$ cat src/verilog/sac_defines.vh
// register map, field positions, reset values and timing codes of the
// successive-approximation converter control block.
// assumes inclusion by bare name from the design files of this block.
`ifndef SAC_DEFINES_VH
`define SAC_DEFINES_VH

// ----------------------------------------------------------------------
// register indices and word numbers (byte address = index * 4)
// ----------------------------------------------------------------------
`define SAC_IDX_CTRL_ONE 8'h0E
`define SAC_IDX_CTRL_TWO 8'h0F
`define SAC_IDX_RESULT 8'h20
`define SAC_IDX_STATUS 8'h21
`define SAC_WORD_CTRL_ONE 6'h0E
`define SAC_WORD_CTRL_TWO 6'h0F
`define SAC_WORD_RESULT 6'h20
`define SAC_WORD_STATUS 6'h21

// ----------------------------------------------------------------------
// conv_ctrl_one fields
// ----------------------------------------------------------------------
`define SAC_C1_START 7
`define SAC_C1_DISABLE 4
`define SAC_C1_CHAN_HI 3
`define SAC_C1_CHAN_LO 0
`define SAC_C1_KEEP_HI 6
`define SAC_C1_RESET 7'h10

// ----------------------------------------------------------------------
// conv_ctrl_two fields
// ----------------------------------------------------------------------
`define SAC_C2_LADDER 5
`define SAC_C2_TIME_HI 3
`define SAC_C2_TIME_LO 1
`define SAC_C2_KEEP_HI 5
`define SAC_C2_RESET 6'h00

// ----------------------------------------------------------------------
// conv_status fields
// ----------------------------------------------------------------------
`define SAC_ST_END 5
`define SAC_ST_BUSY 4

// ----------------------------------------------------------------------
// conversion time codes and their length in system-clock periods
// ----------------------------------------------------------------------
`define SAC_TC_39 3'h0
`define SAC_TC_78 3'h2
`define SAC_TC_156 3'h3
`define SAC_TC_312 3'h4
`define SAC_TC_624 3'h5
`define SAC_TC_1248 3'h6
`define SAC_CYC_39 11'h027
`define SAC_CYC_78 11'h04E
`define SAC_CYC_156 11'h09C
`define SAC_CYC_312 11'h138
`define SAC_CYC_624 11'h270
`define SAC_CYC_1248 11'h4E0

// ----------------------------------------------------------------------
// bus answers and misc
// ----------------------------------------------------------------------
`define SAC_RESP_OKAY 2'h0
`define SAC_RESP_SLVERR 2'h2
`define SAC_CHAN_COUNT 8
`define SAC_MSB_MASK 8'h80
`define SAC_ONE_MASK 8'h01

`endif

$ cat src/verilog/sac_sar_seq.v
// successive-approximation sequencer: sample phase, then eight bit trials.
// assumes a synchronised comparator level and a start pulse on sys_clk.
`timescale 1ns/1ps
`include "sac_defines.vh"

module sac_sar_seq #(
   parameter CW = 11
) (
   // clock and reset
   input wire sys_clk,
   input wire rst,
   // control
   input wire start,
   input wire abort,
   input wire [CW-1:0] convCycles,
   // analog side
   input wire compHigh,
   output reg sampleHold_q,
   output reg [7:0] dacCode_q,
   // result
   output reg [7:0] result_q,
   output reg done_q
);

   reg run_q;
   reg [CW-1:0] cnt_q;
   reg [2:0] bitIdx_q;
   wire [CW-1:0] convLess;
   wire [CW-1:0] period;
   wire [CW-1:0] sampleLen;
   wire [7:0] bitMask;
   wire [7:0] trialKeep;

   // sampling takes what the trials leave (1 to 8 cycles), so the total
   // stays exact and never wraps when the time is a multiple of eight
   assign convLess = convCycles - 1'b1;
   assign period = convLess >> 3;
   assign sampleLen = convCycles - {period[CW-4:0], 3'h0};
   assign bitMask = `SAC_ONE_MASK << bitIdx_q;
   // comparator high: input above trial level, keep the bit
   assign trialKeep = compHigh ? dacCode_q : (dacCode_q & ~bitMask);

   // -------------------------------------------------------------------
   // sequencer
   // -------------------------------------------------------------------
   always @(posedge sys_clk) begin
      if (rst || abort) begin
         run_q <= 1'b0;
         sampleHold_q <= 1'b0;
         cnt_q <= {CW{1'b0}};
         bitIdx_q <= 3'h7;
         dacCode_q <= 8'h00;
         done_q <= 1'b0;
         if (rst) begin
            result_q <= 8'h00;
         end
      end else if (start) begin
         run_q <= 1'b1;
         sampleHold_q <= 1'b1;
         cnt_q <= sampleLen - 1'b1;
         bitIdx_q <= 3'h7;
         dacCode_q <= 8'h00;
         done_q <= 1'b0;
      end else begin
         done_q <= 1'b0;
         if (run_q) begin
            if (cnt_q != {CW{1'b0}}) begin
               cnt_q <= cnt_q - 1'b1;
            end else if (sampleHold_q) begin
               sampleHold_q <= 1'b0;
               dacCode_q <= `SAC_MSB_MASK;
               cnt_q <= period - 1'b1;
            end else if (bitIdx_q == 3'h0) begin
               result_q <= trialKeep;
               dacCode_q <= trialKeep;
               done_q <= 1'b1;
               run_q <= 1'b0;
            end else begin
               dacCode_q <= trialKeep | (bitMask >> 1);
               bitIdx_q <= bitIdx_q - 1'b1;
               cnt_q <= period - 1'b1;
            end
         end
      end
   end

endmodule // sac_sar_seq

$ cat src/verilog/sac_adc_ctrl.v
// digital control of an 8-bit successive-approximation converter with an
// AXI4-Lite register slave.
// assumes the analog sample-and-hold, ladder and comparator outside, a
// low-power request level on sys_clk and a comparator level from elsewhere.
//
// Overview of operation
// - writing one to start bit begins a conversion; bit clears itself after
// - channel codes 0 to 7 select inputs 0 to 7; other codes select none
// - input-disable bit at position 4: zero enables, one disables inputs
// - low-power modes reset both control registers and block their writes
// - ladder bit zero: connected during conversion; one: always connected
// - time codes give 39, 78, 156, 312, 624, 1248 clock periods
// - result register holds the 8-bit value, msb at bit 7, resets zero
// - reading the result register clears the end flag
// - busy sets at start, clears at finish and on low-power entry
// - end flag zero before and during conversion, one after; flags read-only
// - status bits 7, 6 and 3 to 0 carry no meaning
// - control two bits 6 and 7 read as undefined
// - on completion result, end flag and done event appear together
// - restart before result read clears end flag; old result kept until done
`timescale 1ns/1ps
`include "sac_defines.vh"

module sac_adc_ctrl #(
   parameter ADDR_W = 8,
   parameter CW = 11,
   parameter CHANNELS = `SAC_CHAN_COUNT
) (
   // clock and reset
   input wire sys_clk,
   input wire rst,
   // axi4-lite write address
   input wire [ADDR_W-1:0] s_axi_awaddr,
   input wire [2:0] s_axi_awprot,
   input wire s_axi_awvalid,
   output reg s_axi_awready,
   // axi4-lite write data
   input wire [31:0] s_axi_wdata,
   input wire [3:0] s_axi_wstrb,
   input wire s_axi_wvalid,
   output reg s_axi_wready,
   // axi4-lite write response
   output reg [1:0] s_axi_bresp,
   output reg s_axi_bvalid,
   input wire s_axi_bready,
   // axi4-lite read address
   input wire [ADDR_W-1:0] s_axi_araddr,
   input wire [2:0] s_axi_arprot,
   input wire s_axi_arvalid,
   output reg s_axi_arready,
   // axi4-lite read data
   output reg [31:0] s_axi_rdata,
   output reg [1:0] s_axi_rresp,
   output reg s_axi_rvalid,
   input wire s_axi_rready,
   // system mode
   input wire lowPowerMode,
   // analog side
   input wire comparatorHigh,
   output wire sampleHold,
   output wire [7:0] dacCode,
   output reg [CHANNELS-1:0] channelSelect_q,
   output reg analogInputEnable_q,
   output reg ladderConnect_q,
   // event
   output reg conversionDoneInterrupt_q
);

   // -------------------------------------------------------------------
   // register state
   // -------------------------------------------------------------------
   reg [6:0] ctrlOne_q;
   reg startBit_q;
   reg [5:0] ctrlTwo_q;
   reg [7:0] result_q;
   reg endFlag_q;
   reg busy_q;
   reg compMeta_q;
   reg compSync_q;
   reg [CW-1:0] convCycles;

   // write channel holding
   reg awHeld_q;
   reg wHeld_q;
   reg [5:0] wrWord_q;
   reg [7:0] wrData_q;
   reg wrLane_q;

   wire doWrite;
   wire [5:0] rdWord;
   wire rdTake;
   wire resultRead;
   wire wrCtrlOne;
   wire wrCtrlTwo;
   wire seqDone;
   wire [7:0] seqResult;
   reg [31:0] rdData;
   reg rdHit;
   reg wrHit;

   // -------------------------------------------------------------------
   // comparator synchroniser
   // -------------------------------------------------------------------
   always @(posedge sys_clk) begin
      if (rst) begin
         compMeta_q <= 1'b0;
         compSync_q <= 1'b0;
      end else begin
         compMeta_q <= comparatorHigh;
         compSync_q <= compMeta_q;
      end
   end

   // -------------------------------------------------------------------
   // axi4-lite write path
   // -------------------------------------------------------------------
   assign doWrite = awHeld_q && wHeld_q && !s_axi_bvalid;

   always @* begin
      case (wrWord_q)
         `SAC_WORD_CTRL_ONE: wrHit = 1'b1;
         `SAC_WORD_CTRL_TWO: wrHit = 1'b1;
         `SAC_WORD_RESULT: wrHit = 1'b1;
         `SAC_WORD_STATUS: wrHit = 1'b1;
         default: wrHit = 1'b0;
      endcase
   end

   // writes are dropped while the low-power mode holds
   assign wrCtrlOne = doWrite && wrLane_q && !lowPowerMode &&
                      (wrWord_q == `SAC_WORD_CTRL_ONE);
   assign wrCtrlTwo = doWrite && wrLane_q && !lowPowerMode &&
                      (wrWord_q == `SAC_WORD_CTRL_TWO);

   always @(posedge sys_clk) begin
      if (rst) begin
         awHeld_q <= 1'b0;
         wHeld_q <= 1'b0;
         wrWord_q <= 6'h00;
         wrData_q <= 8'h00;
         wrLane_q <= 1'b0;
         s_axi_awready <= 1'b0;
         s_axi_wready <= 1'b0;
         s_axi_bvalid <= 1'b0;
         s_axi_bresp <= `SAC_RESP_OKAY;
      end else begin
         s_axi_awready <= !awHeld_q && !(s_axi_awvalid && s_axi_awready);
         s_axi_wready <= !wHeld_q && !(s_axi_wvalid && s_axi_wready);
         if (s_axi_awvalid && s_axi_awready) begin
            awHeld_q <= 1'b1;
            wrWord_q <= s_axi_awaddr[7:2];
         end
         if (s_axi_wvalid && s_axi_wready) begin
            wHeld_q <= 1'b1;
            wrData_q <= s_axi_wdata[7:0];
            wrLane_q <= s_axi_wstrb[0];
         end
         if (doWrite) begin
            s_axi_bvalid <= 1'b1;
            s_axi_bresp <= wrHit ? `SAC_RESP_OKAY : `SAC_RESP_SLVERR;
         end else if (s_axi_bvalid && s_axi_bready) begin
            s_axi_bvalid <= 1'b0;
            awHeld_q <= 1'b0;
            wHeld_q <= 1'b0;
         end
      end
   end

   // -------------------------------------------------------------------
   // axi4-lite read path
   // -------------------------------------------------------------------
   assign rdTake = s_axi_arvalid && s_axi_arready;
   assign rdWord = s_axi_araddr[7:2];
   assign resultRead = rdTake && (rdWord == `SAC_WORD_RESULT);

   always @* begin
      rdData = 32'h0000_0000;
      rdHit = 1'b1;
      case (rdWord)
         `SAC_WORD_CTRL_ONE: rdData[7:0] = {startBit_q, ctrlOne_q};
         // undefined upper bits read as zero
         `SAC_WORD_CTRL_TWO: rdData[7:0] = {2'h0, ctrlTwo_q};
         `SAC_WORD_RESULT: rdData[7:0] = result_q;
         `SAC_WORD_STATUS: begin
            rdData[`SAC_ST_END] = endFlag_q;
            rdData[`SAC_ST_BUSY] = busy_q;
         end
         default: rdHit = 1'b0;
      endcase
   end

   always @(posedge sys_clk) begin
      if (rst) begin
         s_axi_arready <= 1'b0;
         s_axi_rvalid <= 1'b0;
         s_axi_rdata <= 32'h0000_0000;
         s_axi_rresp <= `SAC_RESP_OKAY;
      end else begin
         s_axi_arready <= !s_axi_rvalid && !rdTake;
         if (rdTake) begin
            s_axi_rvalid <= 1'b1;
            s_axi_rdata <= rdData;
            s_axi_rresp <= rdHit ? `SAC_RESP_OKAY : `SAC_RESP_SLVERR;
         end else if (s_axi_rvalid && s_axi_rready) begin
            s_axi_rvalid <= 1'b0;
         end
      end
   end

   // -------------------------------------------------------------------
   // control registers
   // -------------------------------------------------------------------
   always @(posedge sys_clk) begin
      if (rst || lowPowerMode) begin
         ctrlOne_q <= `SAC_C1_RESET;
         ctrlTwo_q <= `SAC_C2_RESET;
         startBit_q <= 1'b0;
      end else begin
         // start bit lives one cycle, cleared as the sequencer starts
         startBit_q <= wrCtrlOne && wrData_q[`SAC_C1_START];
         if (wrCtrlOne) begin
            ctrlOne_q <= wrData_q[`SAC_C1_KEEP_HI:0];
         end
         if (wrCtrlTwo) begin
            ctrlTwo_q <= wrData_q[`SAC_C2_KEEP_HI:0];
         end
      end
   end

   // reserved codes fall back to the shortest time
   always @* begin
      case (ctrlTwo_q[`SAC_C2_TIME_HI:`SAC_C2_TIME_LO])
         `SAC_TC_39: convCycles = `SAC_CYC_39;
         `SAC_TC_78: convCycles = `SAC_CYC_78;
         `SAC_TC_156: convCycles = `SAC_CYC_156;
         `SAC_TC_312: convCycles = `SAC_CYC_312;
         `SAC_TC_624: convCycles = `SAC_CYC_624;
         `SAC_TC_1248: convCycles = `SAC_CYC_1248;
         default: convCycles = `SAC_CYC_39;
      endcase
   end

   // -------------------------------------------------------------------
   // status, result and done event
   // -------------------------------------------------------------------
   always @(posedge sys_clk) begin
      if (rst || lowPowerMode) begin
         busy_q <= 1'b0;
         endFlag_q <= 1'b0;
         result_q <= 8'h00;
         conversionDoneInterrupt_q <= 1'b0;
      end else begin
         conversionDoneInterrupt_q <= seqDone;
         if (seqDone) begin
            result_q <= seqResult;
            endFlag_q <= 1'b1;
            busy_q <= 1'b0;
         end else begin
            if (startBit_q) begin
               busy_q <= 1'b1;
            end
            // completion wins over a clearing read in the same cycle
            if (resultRead || startBit_q) begin
               endFlag_q <= 1'b0;
            end
         end
      end
   end

   // -------------------------------------------------------------------
   // analog-side controls
   // -------------------------------------------------------------------
   genvar ch;
   generate
      for (ch = 0; ch < CHANNELS; ch = ch + 1) begin : gChan
         localparam [3:0] CHAN_CODE = ch;
         always @(posedge sys_clk) begin
            if (rst) begin
               channelSelect_q[ch] <= 1'b0;
            end else begin
               // reserved codes have bit 3 set and match no channel
               channelSelect_q[ch] <=
                  (ctrlOne_q[`SAC_C1_CHAN_HI:`SAC_C1_CHAN_LO] ==
                   CHAN_CODE);
            end
         end
      end
   endgenerate

   always @(posedge sys_clk) begin
      if (rst) begin
         analogInputEnable_q <= 1'b0;
         ladderConnect_q <= 1'b0;
      end else begin
         analogInputEnable_q <= !ctrlOne_q[`SAC_C1_DISABLE];
         ladderConnect_q <= ctrlTwo_q[`SAC_C2_LADDER] ||
                            busy_q || startBit_q;
      end
   end

   // -------------------------------------------------------------------
   // sequencer
   // -------------------------------------------------------------------
   sac_sar_seq #(
      .CW(CW)
   ) uSeq (
      .sys_clk(sys_clk),
      .rst(rst),
      .start(startBit_q),
      .abort(lowPowerMode),
      .convCycles(convCycles),
      .compHigh(compSync_q),
      .sampleHold_q(sampleHold),
      .dacCode_q(dacCode),
      .result_q(seqResult),
      .done_q(seqDone)
   );

endmodule // sac_adc_ctrl

$ cat config.mk
export PLATFORM = sky130hd
export DESIGN_NAME = sac_adc_ctrl
export DESIGN_NICKNAME = d
export VERILOG_FILES = /design/src/verilog/sac_sar_seq.v /design/src/verilog/sac_adc_ctrl.v
export VERILOG_INCLUDE_DIRS = /design/src /design/src/verilog
export SDC_FILE = /design/constraint.sdc
export NUM_CORES = 1
export LEC_CHECK = 0
export BUFFER_PORTS_ARGS = -buffer_cell sky130_fd_sc_hd__buf_4
export CORE_MARGIN = 5
export CORE_UTILIZATION = 25
export DETAILED_ROUTE_END_ITERATION = 12
export PLACE_DENSITY_LB_ADDON = 0.3
export REMOVE_ABC_BUFFERS = 1
export SLEW_MARGIN = 20
export SYNTH_ARGS = -nofsm -noshare
export SYNTH_HDL_FRONTEND = slang
export SYNTH_SLANG_ARGS = --single-unit
$ cat constraint.sdc
create_clock -name sys_clk -period 2.61 [get_ports sys_clk]
set_input_delay 0.6525 -clock sys_clk [delete_from_list [all_inputs] [get_ports sys_clk]]
set_output_delay 0.6525 -clock sys_clk [all_outputs]
set_load 0.02 [all_outputs]
==> results of run 1 <==
## cell type report
cell class / count / area, um^2
Sequential cell: 102 / 2120
Clock buffer: 11 / 253
Fill cell: 2145 / 13900
Timing Repair Buffer: 105 / 788
Clock inverter: 5 / 38.8
Tap cell: 270 / 338
Inverter: 15 / 56.3
Multi-Input combinational cell: 445 / 2770
## timing repair
action                     CTS  global route
pin swaps                    0             1
hold buffers                 0             0
setup endpoints to repair    1             8
gates resized for setup      1            10
hold endpoints to repair     0             0
## registers in the layout, summed over array words and instances (netlist names), 3 cells and up
signal / cells
uSeq.cnt_q: 11
channelSelect_q: 8
result_q: 8
s_axi_rdata: 8
uSeq.dacCode_q: 8
uSeq.result_q: 8
wrData_q: 8
ctrlOne_q: 7
ctrlTwo_q: 6
wrWord_q: 6
uSeq.bitIdx_q: 3
## layer usage
| layer | routed length (um) | part of all wire, % | GRT usage (%) |
|---|---|---|---|
| met5 | 0 | 0 | 0 |
| met1 | 6530 | 48 | 15.8 |
| met2 | 6200 | 46 | 18.0 |
| met4 | 271 | 2.0 | 3.53 |
| met3 | 621 | 4.6 | 1.95 |
## cell usage after synthesis, drive strengths merged, types with 3 or more instances
master and count:
and2 4, a22oi 17, nor3b 3, nor2b 6, nor4 8, mux2i 25, a22o 3, a221oi 4
nor2 68, buf 42, o211ai 6, o21ai 11, clkbuf 21, nand2b 9, a21oi 44, inv 14
xor2 6, and3 10, dfxtp 94, a311oi 4, nor3 26, xnor2 19, edfxtp 8, nand2 59
nand3b 5, a21boi 3, o31ai 4, ha 13, a211oi 10, nand3 14
## power groups by stage
stage | logic, W | registers [W] | clock network (W)
6_report | 0.000238 | 0.00163 | 0.00133
2_1_floorplan | 0.000117 | 0.00167 | 0
4_1_cts | 0.000240 | 0.00163 | 0.00136
3_3_place_gp | 0.000238 | 0.00166 | 0
5_1_grt | 0.000262 | 0.00163 | 0.00142
3_5_place_dp | 0.000239 | 0.00166 | 0
## kinds of logic after synthesis
kind of cell | count (synthesis)
AO/OA/AOI/OAI | 126
multiplexers | 25
flip-flops | 102
XOR/XNOR | 25
other | 1
AND/OR/NAND/NOR | 227
adder cells (fa/ha/maj) | 13
buffers and inverters | 78
## final timing paths
path | start | endpoint | slack (ns) | cells past startpoint
max | ctrlTwo_q[3] | uSeq.cnt_q[6] | 0.13 | 10
min | wHeld_q | s_axi_wready | 0.44 | 1
max reg2reg | ctrlTwo_q[3] | uSeq.cnt_q[6] | 0.13 | 10
min reg2reg | wHeld_q | s_axi_wready | 0.44 | 1
## metrics by stage
step | TNS (ns) | setup slack, ns
4_1_cts | 0 | 0.0270
2_1_floorplan | -0.831 | -0.212
5_1_grt | -0.00365 | -0.00365
3_5_place_dp | 0 | 0.0291
3_3_place_gp | 0 | 0.0552
6_report | 0 | 0.131
==> results_dict.tcl, run 1 <==
set metrics [dict create \
    status "finished clean" \
    numPortBuffers 64 \
    synthesis.area_um2 5140 \
    coreArea_um2 20200 \
    synth_xor_area_share_pct 4.26 \
    p_comb_share_pct 7.5 \
    die_area_um2 23500 \
    crit_path_top_delay_cell "or3b_2" \
    period_share_pct 95.0 \
    post-route-util_pct 31.5 \
    ys_warn_count 0 \
    async_flop_share_pct 0 \
    avgSynthCellArea_um2 8.61 \
    worst_pin_slew_ns 0.528 \
    min_path_type "register to register" \
    syn2layout_area_growth_pct 23.8 \
    drv_cap 0 \
    critPathBufInv 2 \
    critPathMaxFanout 9 \
    p_total_w 0.00319 \
    initial_core_util_pct 25.4 \
    via_per_inst 4.54 \
    ys_ff_latch 102 \
    synth_top_family_by_area "simple AND/OR/NAND/NOR gates" \
    power_frac_seq_pct 51.0 \
    netSwitchingFraction_pct 24.7 \
    critPathKind "register to register" \
    cts-root-buf "clkbuf_16" \
    netlist.area_leader.share_pct 36.6 \
    timing.hold.ws_ns 0.443 \
    cts_tree "yes" \
    grtUsageTotal_pct 11.4 \
    end_kind "register" \
    grt_pass1_wl_um 22100 \
    grt_max_degree 38 \
    synth_flop_cell "dfxtp_1" \
    power_per_cell_area_nw_per_um2 501 \
    cts_htree_levels 3 \
    dr.first_iter.drc_count 162 \
    synth_mux_area_share_pct 4.87 \
    yosys.area_share.simple_pct 21.7 \
    antennaDiodeCount 0 \
    fp-row-count 52 \
    worstPathCellList "buf_4 > nand3b_1 > inv_1 > ha_2 > or3b_2 > a21oi_1 > a2111oi_4 > xnor2_1 > a22o_1 > nor2_1" \
    p_clk_share_pct 41.6 \
    clk_latency_ns 0.35 \
    die_w_um 153 \
    switching_power_w 0.000787 \
    start_kind "register" \
    required_ns 2.84 \
    max_freq_mhz 403 \
    cpPeakStageDelay_ns 0.45 \
    yosys-top-cells-area "dfxtp_1, nor2_1, mux2i_1" \
    die_h_um 153 \
    ys_seq_area_share_pct 41.3 \
    finalMaxSlewViolations 0 \
    final_common_cell "buf_4" \
    clock_path_buffers 2 \
    place_hpwl_um 10200 \
    place_area_um2 6020 \
    fin_skew_ns 0.00956 \
    setup_viol_count_final 0 \
    dp.cells 937 \
    synth-edff-count 8 \
    clk_pin_slew_worst_paths_ns 0.08 \
    cts_sinks 102 \
    cts_buffers 9 \
    p_int_w 0.00240 \
    drive_gt1_share_pct 20.6 \
    synth_area_leader_cell "dfxtp_1" \
    antenna_found_initial 0 \
    grt-ovfl-total 0 \
    design_area_um2 6370 \
    maxSlewHeadroom_pct 64.6 \
    ant_nets 0 \
    synth.distinct_cells 63 \
    drt-pass1-iter-count 4 \
    post_cts_buffers 0 \
    grt_pass1_vias 4067 \
    synth_adder_area_share_pct 3.16 \
    crit_family "simple AND/OR/NAND/NOR gates" \
    instances_no_fill 953 \
    drc 0 \
    fin_crit_ns 2.48 \
    arrival_ns 2.71 \
    routed_wl_um 13600 \
    place_congestion 0.780 \
    vias 4331 \
    hold_violations 0 \
    ir_drop_uv 363 \
    syn_inst 597 \
    mostFrequentLayoutCells "buf_4, dfxtp_1, nor2_1, nand2_1, a21oi_1" \
    synth_compound_area_share_pct 16.7 \
    power.leakage_nw 2.53 \
    ioPinCount 128 \
    final_nets 758 \
    avgRoutedWirePerCell_um 14.3 \
]
Note: power is estimated with default switching activity, not from simulation.
==> run 2, diff against run 1 <==
--- a/config.mk
+++ b/config.mk
@@ -7,6 +7,7 @@
 export NUM_CORES = 1
 export LEC_CHECK = 0
 export BUFFER_PORTS_ARGS = -buffer_cell sky130_fd_sc_hd__buf_4
+export CAP_MARGIN = 20
 export CORE_MARGIN = 5
 export CORE_UTILIZATION = 25
 export DETAILED_ROUTE_END_ITERATION = 12
@@ -15,4 +16,5 @@
 export SLEW_MARGIN = 20
 export SYNTH_ARGS = -nofsm -noshare
 export SYNTH_HDL_FRONTEND = slang
+export SYNTH_HIERARCHICAL = 1
 export SYNTH_SLANG_ARGS = --single-unit
==> run 2 against run 1 <==
Compared with the run above:
- the run now ends with setup timing left
- total power fell by 3.9%
- combinational power fell by 18%
- clock power fell by 6%
- largest power group unchanged
- hold slack barely moved
- largest cell class unchanged
==> results_dict.tcl, run 2 <==
set metrics [dict create \
    status "complete, but fails checks" \
    violations "setup timing" \
    period_share_pct 124 \
    end_kind "register" \
    fp-row-count 54 \
    cts_sinks 102 \
    crit_family "simple AND/OR/NAND/NOR gates" \
    synth_flop_cell "dfxtp_1" \
    ant_nets 0 \
    rr_endpoint "uSeq/cnt_q[10]" \
    cts_buffers 9 \
    grt-ovfl-total 0 \
    drc 0 \
    synth_area_leader_cell "dfxtp_1" \
    p_total_w 0.00307 \
    clk_latency_ns 0.34 \
    grtUsageTotal_pct 12.2 \
    fin_ws_ns -0.632 \
    die_w_um 158 \
    routed_wl_um 15300 \
    drv_cap 0 \
    antenna_found_initial 0 \
    syn2layout_area_growth_pct 32.0 \
    crit_path_top_delay_cell "or4_1" \
    reg2reg_slack_ns -0.63 \
    synth_common_cells "dfxtp_1, nand2_1, nor2_1" \
    critPathKind "register to register" \
    ioPinCount 128 \
    ys_warn_count 6 \
    critPathMaxFanout 6 \
    final_common_cell "buf_4" \
    numPortBuffers 64 \
    netlist.area_leader.share_pct 34.3 \
    yosys.cell_count.top_type "dfxtp_1" \
    critPathBufInv 1 \
    fin_skew_ns 0.00691 \
    worstSetupPathDepth 11 \
    grt_pass1_wl_um 24800 \
    avgRoutedWirePerCell_um 14.6 \
    worst_pin_slew_ns 0.793 \
    via_per_inst 4.76 \
    ys_ff_latch 102 \
    cts-root-buf "clkbuf_16" \
    drive_gt1_share_pct 29.1 \
    async_flop_share_pct 0 \
    min_path_type "register to register" \
    initial_core_util_pct 25.3 \
    clock_path_buffers 2 \
    mostFrequentLayoutCells "buf_4, dfxtp_1, nand2_1, nor2_1, a21oi_1" \
    fin_crit_ns 3.24 \
    finalMaxSlewViolations 0 \
    r2r_cells 11 \
    cts_htree_levels 3 \
    power.leakage_nw 2.85 \
    synth.distinct_cells 77 \
    grt_max_degree 23 \
    dr.first_iter.drc_count 225 \
    drt-pass1-iter-count 5 \
    place_congestion 0.833 \
    crit_path_frequent_cell "or3_4" \
    avgSynthCellArea_um2 8.53 \
    setup_viol_count_final 9 \
    syn_inst 643 \
    worstPathCellList "nand2b_4 > o21a_1 > or3_4 > or3_4 > inv_2 > ha_4 > or3_4 > or3b_4 > or4_1 > o21a_1 > o221ai_1" \
    synth-edff-count 8 \
    grt_pass1_vias 4926 \
    cts_tree "yes" \
    die_area_um2 25000 \
    synthesis.area_um2 5490 \
    cpPeakStageDelay_ns 0.42 \
    hold_violations 0 \
    vias 4987 \
    coreArea_um2 21700 \
    max_freq_mhz 308 \
    cp-endpoint "uSeq/cnt_q[10]" \
    place_worst_setup_slack_ns -0.831 \
    maxSlewHeadroom_pct 47.1 \
    final_nets 843 \
    clk_pin_slew_worst_paths_ns 0.07 \
    place_hpwl_um 11400 \
    r2r_start "ctrlTwo_q[3]" \
    start_kind "register" \
    crit_start "ctrlTwo_q[3]" \
    power_per_cell_area_nw_per_um2 423 \
    yosys-top-cells-area "dfxtp_1, a21oi_1, edfxtp_1" \
    die_h_um 158 \
    top_register "uSeq/cnt_q" \
    arrival_ns 3.49 \
    ys_seq_area_share_pct 38.7 \
    largest_reg_flops 11 \
    antennaDiodeCount 0 \
    ir_drop_uv 349 \
    required_ns 2.86 \
    rsz0062_at_grt "yes" \
]
## run 2: changes by cell type in the layout (fill, tap and decap cells not counted), moves of 9 or more
cell	previous run	this run
nand4_1	2	14
a21oi_1	43	53
nor2_1	67	58
buf_4	105	139
a22oi_1	17	6
o31ai_1	4	15
## run 2: layout make-up
class,count,area [um^2]
Timing Repair Buffer,141,1070
Clock inverter,7,48.8
Sequential cell,102,2130
Tap cell,280,350
Fill cell,2259,14400
Inverter,17,63.8
Multi-Input combinational cell,491,3360
Clock buffer,9,225
## run 2: worst min-delay path by stage
stage,start,endpoint,slack (ns),cells past startpoint
floorplan,ctrlOne_q[4],analogInputEnable_q,0.41,1
CTS,s_axi_rvalid,s_axi_arready,0.44,1
finish,compMeta_q,compSync_q,0.44,1
global placement,compMeta_q,compSync_q,0.42,1
global route,s_axi_rvalid,s_axi_arready,0.47,1
detailed placement,s_axi_rvalid,s_axi_arready,0.43,1
## run 2: routing by layer
metal  GRT usage, %  wire, um  up-vias
li1               -         -     2530
met1           16.0      7170     2355
met2           20.6      7260       92
met3           2.08       664       10
met4           3.37       193        0
met5              0         0        -
## run 2: cell families (layout without fill, tap and decap cells)
group                      Yosys count  in the layout  synth area share, %
muxes                               23             23                 4.31
other                                1             26               0.0684
buffers and inverters               75            174                 7.12
and+or+nand+nor                    262            262                 25.8
xor gates and xnor gates            19             19                 3.03
DFF                                102            102                 38.7
adders and majority gates           14             14                 3.19
AOI/OAI and AO/OA                  147            147                 17.8
## run 2: where the power goes
part / switching [W] / internal [W] / leakage (nW)
clock: 0.000597 / 0.000651 / 0.131
combinational: 0.000126 / 0.0000698 / 1.87
sequential: 0.0000231 / 0.00160 / 0.845
## run 2: stage by stage
step	cell area (um^2)	hold WS, ns	setup TNS [ns]	util (%)	cells
2_1_floorplan	5250	0.406	-5.69	-	610
3_3_place_gp	6620	0.419	-4.99	30.5	1025
3_5_place_dp	6620	0.434	-5.37	30.5	1025
4_1_cts	7050	0.445	-3.81	32.5	1043
5_1_grt	7240	0.472	-4.99	33.4	1047
6_report	7240	0.443	-3.87	33.4	1047
## run 2: timing repair
action	in CTS	in global routing
gates cloned	0	0
gates resized for setup	31	29
pin swaps	20	15
hold buffers	0	0
buffers inserted	2	4
endpoints found under the setup margin	9	19
==> run 3, diff against run 2 <==
--- a/config.mk
+++ b/config.mk
@@ -9,7 +9,7 @@
 export BUFFER_PORTS_ARGS = -buffer_cell sky130_fd_sc_hd__buf_4
 export CAP_MARGIN = 20
 export CORE_MARGIN = 5
-export CORE_UTILIZATION = 25
+export CORE_UTILIZATION = 30
 export DETAILED_ROUTE_END_ITERATION = 12
 export PLACE_DENSITY_LB_ADDON = 0.3
 export REMOVE_ABC_BUFFERS = 1
==> run 3 against run 2 <==
Compared with the run above:
- the run still ends with setup timing left
- clock skew grew 0.0027 ns
- utilization up 6.9 points
- flip-flop and latch count unchanged
- design area stayed put
- non-clock buffer count fell by 3
- critical path type unchanged
- sequential power hardly changed
- clock power increased by 18%
- fmax down 0.21%
- via count rose by 0.74%
- critical endpoint unchanged
- sequential share of layout area is the same
==> results_dict.tcl, run 3 (synthesized netlist as in run 2, its figures left out) <==
set metrics [dict create \
    worst_pin_slew_ns 0.745 \
    max_freq_mhz 308 \
    r2r_start "ctrlTwo_q[3]" \
    grt_pass1_vias 4719 \
    min_path_cells 1 \
    cts_buffers 9 \
    final_nets 840 \
    crit_start "ctrlTwo_q[3]" \
    period_share_pct 124 \
    end_kind "register" \
    ir_drop_uv 337 \
    multi_input_area_um2 3380 \
    clk_pin_slew_worst_paths_ns 0.07 \
    reg2reg_slack_ns -0.64 \
    ant_nets 0 \
    grt_max_degree 25 \
    grt_pass1_wl_um 24100 \
    design_area_um2 7240 \
    routed_wl_um 14800 \
    hold_violations 0 \
    grt-ovfl-total 0 \
    die_area_um2 21100 \
    fin_crit_ns 3.25 \
    avgRoutedWirePerCell_um 14.9 \
    setup_viol_count_final 9 \
    r2r_cells 11 \
    violations "setup timing" \
    rsz0062_at_grt "yes" \
    rr_endpoint "uSeq/cnt_q[10]" \
    mostFrequentLayoutCells "buf_4, dfxtp_1, nand2_1, nor2_1, a21oi_1" \
    largest_reg_flops 11 \
    required_ns 2.88 \
    power_per_cell_area_nw_per_um2 454 \
    place_hpwl_um 11000 \
    maxSlewHeadroom_pct 49.7 \
    critPathKind "register to register" \
    fp-row-count 49 \
    dr.first_iter.drc_count 327 \
    fin_skew_ns 0.00963 \
    cts_tree "yes" \
    syn2layout_area_growth_pct 32.0 \
    hold_buffers 0 \
    fin_ws_ns -0.639 \
    cts_sinks 102 \
    dp.cells 968 \
    antenna_found_initial 0 \
    min_path_type "register to register" \
    drt-pass1-iter-count 5 \
    instances_no_fill 993 \
    cts-root-buf "clkbuf_16" \
    grtUsageTotal_pct 13.5 \
    top_register "uSeq/cnt_q" \
    die_w_um 145 \
    clock_path_buffers 2 \
    cp-endpoint "uSeq/cnt_q[10]" \
    critPathMaxFanout 6 \
    clk_latency_ns 0.36 \
    via_per_inst 5.06 \
    vias 5024 \
    p_total_w 0.00329 \
    place_congestion 0.844 \
    drc 0 \
    place_area_um2 6510 \
    numPortBuffers 64 \
    ioPinCount 128 \
    finalMaxSlewViolations 0 \
    status "complete, but fails checks" \
    final_common_cell "buf_4" \
    arrival_ns 3.52 \
    drive_gt1_share_pct 29.3 \
    die_h_um 145 \
    coreArea_um2 18000 \
    initial_core_util_pct 30.5 \
    power.leakage_nw 2.87 \
    regArea_um2 2130 \
    antennaDiodeCount 0 \
    nFillCells 1765 \
    drv_cap 0 \
    cts_htree_levels 3 \
    start_kind "register" \
]
-- run 3: cell types whose count changed in the layout (fill, tap and decap cells not counted), moves of 2 or more --
cell,delta
o31ai_2,+2
xnor2_1,-2
buf_4,-5
xnor2_2,+2
clkinvlp_4,-2
clkinv_2,-2
o31ai_1,-2
buf_6,+2
-- run 3: power by group --
group / total, W / internal [W] / switching [W]
sequential: 0.00162 / 0.00160 / 0.0000217
clock: 0.00147 / 0.000846 / 0.000625
combinational: 0.000196 / 0.0000716 / 0.000124
total: 0.00329 / 0.00252 / 0.000770
-- run 3: layout make-up --
type | count | share of cell area [%]
Clock inverter | 5 | 0.968
Multi-Input combinational cell | 491 | 46.6
Tap cell | 229 | 3.96
Inverter | 17 | 0.916
Sequential cell | 102 | 29.4
Timing Repair Buffer | 138 | 14.5
Clock buffer | 11 | 3.65
-- run 3: worst min-delay path by stage --
stage | startpoint | endpoint | slack [ns]
finish | compMeta_q | compSync_q | 0.44
global route | compMeta_q | compSync_q | 0.47
CTS | compMeta_q | compSync_q | 0.45
detailed placement | compMeta_q | compSync_q | 0.43
global placement | compMeta_q | compSync_q | 0.42
floorplan | ctrlOne_q[4] | analogInputEnable_q | 0.41
-- run 3: repair_timing --
action	in CTS	in global routing
setup buffers	8	4
resized for setup	49	17
setup endpoints to repair	9	10
pin swaps	29	13
-- run 3: metal layers --
| metal | up-vias | GRT usage (%) | share of wire, % |
|---|---|---|---|
| li1 | 2533 | - | - |
| met1 | 2375 | 19.3 | 49 |
| met2 | 108 | 20.8 | 45 |
| met3 | 8 | 2.87 | 5.4 |
| met4 | 0 | 3.54 | 0.82 |
| met5 | - | 0 | 0 |
-- run 3: critical path: stages, from the launching register on --
cell,delay [ns]
dfxtp_2,0.34
nand2b_4,0.16
o21a_1,0.18
or3_4,0.37
or3_4,0.35
inv_4,0.06
ha_4,0.19
or3_4,0.37
or3b_4,0.40
or4_1,0.41
o21a_1,0.19
o221ai_2,0.15
-- run 3: stage by stage --
| step | hold WS (ns) | setup TNS, ns | setup WS [ns] | utilization [%] |
|---|---|---|---|---|
| after floorplan | 0.406 | -5.69 | -1.05 | - |
| after global placement | 0.417 | -5.02 | -0.777 | 36.2 |
| after detailed placement | 0.434 | -5.42 | -0.840 | 36.2 |
| after CTS | 0.452 | -4.03 | -0.653 | 39.9 |
| after global routing | 0.470 | -5.25 | -0.745 | 40.3 |
| final | 0.441 | -4.03 | -0.639 | 40.3 |
